===== config.mk =====
export PLATFORM = sky130hd
export DESIGN_NAME = frc_ctrl
export DESIGN_NICKNAME = d
export VERILOG_FILES = /design/src/hw/frc_ctrl.v /design/src/hw/frc_delay_timer.v
export VERILOG_INCLUDE_DIRS = /design/src /design/src/hw
export SDC_FILE = /design/constraint.sdc
export NUM_CORES = 1
export LEC_CHECK = 0
export BUFFER_PORTS_ARGS = -buffer_cell sky130_fd_sc_hd__buf_2
export CAP_MARGIN = 30
export CELL_PAD_IN_SITES_DETAIL_PLACEMENT = 0
export CELL_PAD_IN_SITES_GLOBAL_PLACEMENT = 1
export CORE_MARGIN = 10
export CORE_UTILIZATION = 40
export DETAILED_ROUTE_END_ITERATION = 7
export PLACE_DENSITY = 0.83
export SETUP_SLACK_MARGIN = 0.2
export SLEW_MARGIN = 25
export SYNTH_ARGS = -nofsm -noshare
export SYNTH_HDL_FRONTEND = slang
export SYNTH_SLANG_ARGS = --single-unit
export TNS_END_PERCENT = 100

===== constraint.sdc =====
create_clock -name clk -period 3.75 [get_ports clk]
set_clock_uncertainty 0.15 [all_clocks]
set_input_delay 0.375 -clock clk [delete_from_list [all_inputs] [get_ports clk]]
set_output_delay 0.375 -clock clk [all_outputs]
set_load 0.01 [all_outputs]

===== src/hw/frc_consts.vh =====
// Constants for the fault retry controller: register offset, field layout, codes.
// Assumes inclusion by the design files of the fault retry controller only.
`ifndef FRC_CONSTS_VH
`define FRC_CONSTS_VH

// ----------------------------------------
// Register map
// ----------------------------------------
`define FRC_CFG_OFFSET    8'hC4
`define FRC_CFG_RESET     8'h00

// ----------------------------------------
// Field positions
// ----------------------------------------
`define FRC_RESP_HI       7
`define FRC_RESP_LO       6
`define FRC_RETRY_HI      5
`define FRC_RETRY_LO      3
`define FRC_DELAY_HI      2
`define FRC_DELAY_LO      0

// ----------------------------------------
// Codes
// ----------------------------------------
`define FRC_RESP_IGNORE   2'h0
`define FRC_RESP_CONT     2'h1
`define FRC_RESP_RETRY    2'h2
`define FRC_RESP_LATCH    2'h3
`define FRC_RETRY_NONE    3'h0
`define FRC_RETRY_ALWAYS  3'h7

// ----------------------------------------
// Timing
// ----------------------------------------
`define FRC_UNIT_W        16
`define FRC_TMR_W         24
`define FRC_START_CYCLES  8'h04

`endif


===== src/hw/frc_ctrl.v =====
// Fault retry controller: response register and restart sequencer.
// Assumes a decoded byte-write port from the management bus transport and
// a fault level already qualified by the detection logic.
//
// Operation
// - Retry codes 1..6 give exactly that many restart attempts after disable.
// - Once all attempts fail, output stays off until fault cleared.
// - Attempt starts are spaced by 2 to the delay field times the time unit.
// - Delay field n means 2 to the n time units, 1 to 128.
// - Delay field also times running-on for continue-then-act response.
// - Time unit length comes from a separate input, not this register.
// - Bits 7:6 pick ignore, continue then act, disable-retry, disable-latch.
// - Retry code 0 means no restart; off until fault cleared.
// - Bit clear, clear-all, off-then-on or power removal clears latched fault.
`include "frc_consts.vh"

module frc_ctrl #(
  parameter UNIT_W = `FRC_UNIT_W,
  parameter TMR_W  = `FRC_TMR_W
) (
  // Clock and reset (reset is bias power removal)
  input  wire              clk,
  input  wire              rst,
  // Register port
  input  wire              reg_wr,
  input  wire [7:0]        reg_addr,
  input  wire [7:0]        reg_wdata,
  output reg  [7:0]        reg_rdata_q,
  // Fault and clearing
  input  wire              fault_in,
  input  wire              clear_bit,
  input  wire              clear_faults,
  input  wire              cmd_on,
  input  wire [UNIT_W-1:0] unit_cycles,
  // Status and output control
  output reg               out_enable_q,
  output reg               fault_latched_q,
  output reg  [2:0]        attempts_q
);

  // ----------------------------------------
  // State codes
  // ----------------------------------------
  localparam [5:0] S_RUN     = 6'b000001;
  localparam [5:0] S_CONT    = 6'b000010;
  localparam [5:0] S_WAIT    = 6'b000100;
  localparam [5:0] S_START   = 6'b001000;
  localparam [5:0] S_LATCH   = 6'b010000;
  localparam [5:0] S_OFF     = 6'b100000;

  reg [5:0] state_q;
  reg [5:0] state_d;
  reg [7:0] cfg_q;
  reg [7:0] start_cnt_q;
  reg       cmd_on_q;
  reg       tmr_start;
  reg       tmr_abort;
  reg [2:0] att_d;
  wire      tmr_done;
  wire      clear_req;
  wire [1:0] resp;
  wire [2:0] retries;

  assign resp    = cfg_q[`FRC_RESP_HI:`FRC_RESP_LO];
  assign retries = cfg_q[`FRC_RETRY_HI:`FRC_RETRY_LO];

  // Off-then-on is seen as the return to on; an off level alone idles the block
  assign clear_req = clear_bit | clear_faults | (cmd_on & ~cmd_on_q);

  // True when another attempt is allowed after att attempts already made
  function more_left;
    input [2:0] code;
    input [2:0] att;
    begin
      if (code == `FRC_RETRY_ALWAYS)
        more_left = 1'b1;
      else
        more_left = (att < code);
    end
  endfunction

  // ----------------------------------------
  // Response register
  // ----------------------------------------
  always @(posedge clk or posedge rst) begin
    if (rst) begin
      cfg_q       <= `FRC_CFG_RESET;
      reg_rdata_q <= 8'h00;
      cmd_on_q    <= 1'b0;
    end else begin
      cmd_on_q <= cmd_on;
      if (reg_wr && reg_addr == `FRC_CFG_OFFSET)
        cfg_q <= reg_wdata;
      reg_rdata_q <= (reg_addr == `FRC_CFG_OFFSET) ? cfg_q : 8'h00;
    end
  end

  // ----------------------------------------
  // Sequencer
  // ----------------------------------------
  always @* begin
    state_d   = state_q;
    att_d     = attempts_q;
    tmr_start = 1'b0;
    tmr_abort = 1'b0;
    if (!cmd_on || clear_req) begin
      // Commanded off or cleared: fresh sequence next time
      state_d   = cmd_on ? S_RUN : S_OFF;
      att_d     = 3'h0;
      tmr_abort = 1'b1;
    end else begin
      case (state_q)
        S_OFF: state_d = S_RUN;
        S_RUN: begin
          if (fault_in) begin
            case (resp)
              `FRC_RESP_IGNORE: state_d = S_RUN;
              `FRC_RESP_CONT: begin
                state_d   = S_CONT;
                tmr_start = 1'b1;
              end
              `FRC_RESP_RETRY: begin
                if (more_left(retries, attempts_q)) begin
                  state_d   = S_WAIT;
                  tmr_start = 1'b1;
                end else begin
                  state_d = S_LATCH;
                end
              end
              default: state_d = S_LATCH;
            endcase
          end
        end
        S_CONT: begin
          // Still running; act only if the fault outlasts the delay
          if (!fault_in) begin
            state_d   = S_RUN;
            tmr_abort = 1'b1;
          end else if (tmr_done) begin
            if (more_left(retries, attempts_q)) begin
              state_d   = S_WAIT;
              tmr_start = 1'b1;
            end else begin
              state_d = S_LATCH;
            end
          end
        end
        S_WAIT: begin
          if (tmr_done) begin
            state_d = S_START;
            att_d   = attempts_q + 3'h1;
          end
        end
        S_START: begin
          // A fault inside the start window is a failed attempt
          if (fault_in) begin
            if (more_left(retries, attempts_q)) begin
              state_d   = S_WAIT;
              tmr_start = 1'b1;
            end else begin
              state_d = S_LATCH;
            end
          end else if (start_cnt_q == `FRC_START_CYCLES) begin
            state_d = S_RUN;
            att_d   = 3'h0;
          end
        end
        S_LATCH: state_d = S_LATCH;
        default: state_d = S_OFF;
      endcase
    end
  end

  always @(posedge clk or posedge rst) begin
    if (rst) begin
      state_q         <= S_OFF;
      attempts_q      <= 3'h0;
      start_cnt_q     <= 8'h00;
      out_enable_q    <= 1'b0;
      fault_latched_q <= 1'b0;
    end else begin
      state_q    <= state_d;
      attempts_q <= (retries == `FRC_RETRY_ALWAYS && att_d == 3'h7) ? 3'h6 : att_d;
      start_cnt_q <= (state_d == S_START && state_q == S_START) ?
                     start_cnt_q + 8'h01 : 8'h00;
      out_enable_q    <= (state_d == S_RUN) | (state_d == S_CONT) | (state_d == S_START);
      fault_latched_q <= (state_d == S_LATCH);
    end
  end

  // ----------------------------------------
  // Delay timer
  // ----------------------------------------
  frc_delay_timer #(
    .UNIT_W (UNIT_W),
    .TMR_W  (TMR_W)
  ) u_timer (
    .clk         (clk),
    .rst         (rst),
    .start       (tmr_start),
    .abort       (tmr_abort),
    .delay_code  (cfg_q[`FRC_DELAY_HI:`FRC_DELAY_LO]),
    .unit_cycles (unit_cycles),
    // The sequencer only waits on the done pulse, so busy stays unread
    .busy_q      (),
    .done_q      (tmr_done)
  );

endmodule // frc_ctrl


===== src/hw/frc_delay_timer.v =====
// Delay timer: counts 2**code time units, each unit a number of clock cycles.
// Assumes unit_cycles is stable while a count is running and is at least one.
`include "frc_consts.vh"

module frc_delay_timer #(
  parameter UNIT_W = `FRC_UNIT_W,
  parameter TMR_W  = `FRC_TMR_W
) (
  // Clock and reset
  input  wire              clk,
  input  wire              rst,
  // Control
  input  wire              start,
  input  wire              abort,
  input  wire [2:0]        delay_code,
  input  wire [UNIT_W-1:0] unit_cycles,
  // Status
  output reg               busy_q,
  output reg               done_q
);

  reg [TMR_W-1:0] cnt_q;
  wire [TMR_W-1:0] total;

  // Units grow as powers of two, so a shift suffices
  assign total = {{(TMR_W-UNIT_W){1'b0}}, unit_cycles} << delay_code;

  always @(posedge clk or posedge rst) begin
    if (rst) begin
      cnt_q  <= {TMR_W{1'b0}};
      busy_q <= 1'b0;
      done_q <= 1'b0;
    end else begin
      done_q <= 1'b0;
      if (abort) begin
        busy_q <= 1'b0;
        cnt_q  <= {TMR_W{1'b0}};
      end else if (start) begin
        busy_q <= 1'b1;
        cnt_q  <= total - {{(TMR_W-1){1'b0}}, 1'b1};
      end else if (busy_q) begin
        if (cnt_q == {TMR_W{1'b0}}) begin
          busy_q <= 1'b0;
          done_q <= 1'b1;
        end else begin
          cnt_q <= cnt_q - {{(TMR_W-1){1'b0}}, 1'b1};
        end
      end
    end
  end

endmodule // frc_delay_timer

==> out/qor.txt <==
transition time of the tightest slew-check pin: 919 ps
core area: 11500 µm²
Nets: 663
Post-Route WL: 13.3 mm
type of origin of the critical path: register
EDFF count, synth: 0
slew margin rel.: 0.386
Slew Viols, Final: 0
Top FF cell, synth: dfrtp_1
final std cell area, no fill: 5610 µm²
Mean Syn Cell Area: 8.59 µm²
Post-Syn Area: 4730 µm²
MaxCap Viol Count: 0
port bufs: 51
Tightest Hold Check Type: input pin to register
final hold violations: 0
placer congestion estimate: 0.919
WHS: 68.4 ps
DR iter-0 viols: 275
CTS Sinks: 62
number of synthesized register bits: 62
ANT cells: 0
CTS Buf Count: 9
Worst-Skew Late Latency: 330 ps
Area Growth Syn to Fin: 18.6%
crit-path max FO: 4
vias in the first global route: 4507
DP HPWL: 9.98 mm
Yosys warning count: 0
CTS tree: built
RSZ-0062 raised after global routing: false
grt ovf: 0
DR pass1 iterations: 5
Post-Syn Instances: 551
Vias/cell: 5.80
number of distinct library cells after synthesis: 72
Initial Util: 0.411
slowest stage delay, CP: 570 ps
LEAKAGE: 2.50 nW
DRC viols: 0
worst path cell trace: mux2_2, or3b_1, a211oi_2, nand4b_2, or4_4, a21oi_4, nand4_4, or3_1, a21oi_1
slowest cell on the critical path: or4_4
gr usage total: 0.164
WL per Instance: 17.5 µm
FP Rows: 39
register area share after synthesis: 0.328
fin crit period: 3360 ps
Fmax achieved: 298 MHz
cell area after placement: 5230 µm²
layout cells sized above 1: 0.218
first-pass GRT wire length: 22.5 mm
clk buf depth: 2
crit share post-route: 0.895
Die Y: 129 µm
CTS Root Cell: clkbuf_16
full die area: 16600 µm²
Worst setup EP type: register
H-tree lvl count: 3
IO Pins: 52
largest net degree at the start of global routing: 42
residual antenna-violating net count after detailed routing: 0
vias post-DR: 4422
Arr. time, crit path: 3460 ps
worst setup path category: register to register
ys async rst share: 1.00
status: finished, final reports clean
Die W: 129 µm
total negative slack: 0 ps
Mapped Nets: 600
Pwr Density: 331 nW/µm²
Setup violations, final: 0
Max IR drop VDD: 175 µV
initial antenna violation count: 0
Worst Path Required: 3860 ps
clk slew on worst S/H paths: 60 ps
## per-layer routing
layer	vias up	global-route usage	share of wire
li1	2131	-	-
met1	2123	0.210	0.46
met2	147	0.273	0.47
met3	21	0.0238	0.046
met4	0	0.0669	0.019
met5	-	0	0
## kinds of logic (layout without fill, tap and decap cells)
logic type | after synthesis | count (layout) | synth area share
simple gates | 228 | 228 | 0.254
compound gates | 126 | 126 | 0.167
flops | 62 | 62 | 0.328
mux | 51 | 51 | 0.130
buf+inv | 43 | 111 | 0.0365
xor+xnor | 31 | 31 | 0.0574
fa+ha+maj | 10 | 10 | 0.0264
## placed cells by master (no fill, tap or decap), types with 6 or more instances in the layout
master and instances:
a211oi_1 6, a21oi_1 39, a31oi_1 14, and2_1 18
and3_1 10, buf_2 51, buf_4 25, clkbuf_16 9
dfrtp_1 61, ha_1 10, inv_1 15, mux2_2 19
mux2i_1 26, nand2_1 63, nand3_1 25, nor2_1 47
nor2b_1 9, nor3_1 11, nor4_1 7, o21ai_0 30
xnor2_1 19, xor2_1 12
## path summary, 6_finish.rpt
path / startpoint / to / slack [ps] / cells after the start
max in group asynchronous: rst / state_q[5] / 2380 / 4
worst max-delay path: cfg_q[1] / u_timer.cnt_q[23] / 390 / 9
worst min-delay path: cmd_on / cmd_on_q / 70 / 1
worst max register to register: cfg_q[1] / u_timer.cnt_q[23] / 390 / 9
worst min register to register: u_timer.busy_q / u_timer.done_q / 370 / 2
min in group asynchronous: rst / u_timer.cnt_q[9] / 400 / 3
## sequential cells by signal (all words and copies together), names as in the netlist, 3 cells and up
| signal | count |
|---|---|
| u_timer.cnt_q | 24 |
| cfg_q | 8 |
| start_cnt_q | 8 |
| attempts_q | 3 |
| reg_rdata_q | 8 |
| state_q | 6 |
## layout make-up
type / instances / area (µm²)
fillers: 1117 / 5910
flip-flops and latches: 62 / 1550
multi-input cells: 446 / 3010
well taps: 143 / 179
repair buffers: 79 / 484
clock inverters: 7 / 103
clock buffers: 9 / 225
inverters: 16 / 60.1
## power breakdown
| group | internal (W) | switching [W] | leakage [nW] |
|---|---|---|---|
| registers | 0.000676 | 0.00000925 | 0.855 |
| logic | 0.0000962 | 0.000132 | 1.49 |
| clock network | 0.000592 | 0.000354 | 0.157 |
| total | 0.00136 | 0.000495 | 2.50 |
## metrics by stage
step           setup WS, ps  power [W]   util  instances
6_report                394    0.00186  0.487        762
5_1_grt                 279    0.00193  0.487        762
4_1_cts                 263    0.00187  0.482        757
3_5_place_dp            247   0.000921  0.454        741
3_3_place_gp            314   0.000915  0.454        741
2_1_floorplan           537   0.000843      -        551
## synth_stat cells (3+ instances only)
cell type  instances  area [µm²]
a31o_2             3        26.3
and4_1             3        26.3
or2_2              3        18.8
and2_1            18         113
o21ai_0           30         150
nor2_1            47         176
buf_2              3        15.0
a21o_1             5        37.5
xnor2_1           19         166
and3_1            10        62.6
mux2i_1           26         260
a21oi_1           39         195
xor2_1            12         105
nand3_1           25         125
dfrtp_1           61        1530
o22ai_1            5        31.3
clkbuf_1          20        75.1
a31oi_1           14        87.6
nand2_1           63         236
buf_1              3        11.3
nand4_1            4        25.0
nand2b_1           4        25.0
nor3_1            11        55.1
mux2_2            19         214
nor2b_1            9        56.3
a211oi_1           6        45.0
mux4_2             5         113
nor4_1             7        43.8
ha_1              10         125
inv_1             16        60.1
or3_1              4        25.0
## worst max-delay path, delay by kind of cell (launching register included)
family,cells,cell delay (ps)
flip-flops,1,440
AND/OR/NAND/NOR,5,1610
AO/OA/AOI/OAI,3,690
multiplexers,1,370
## timing repair
item                       4_1_cts  5_1_grt
setup buffers                    0        3
hold buffers                     0        1
setup endpoints to repair        0        2
gates resized for setup          0        1
hold endpoints to repair         0       14
No activity file was read; power rests on OpenSTA's default activity.
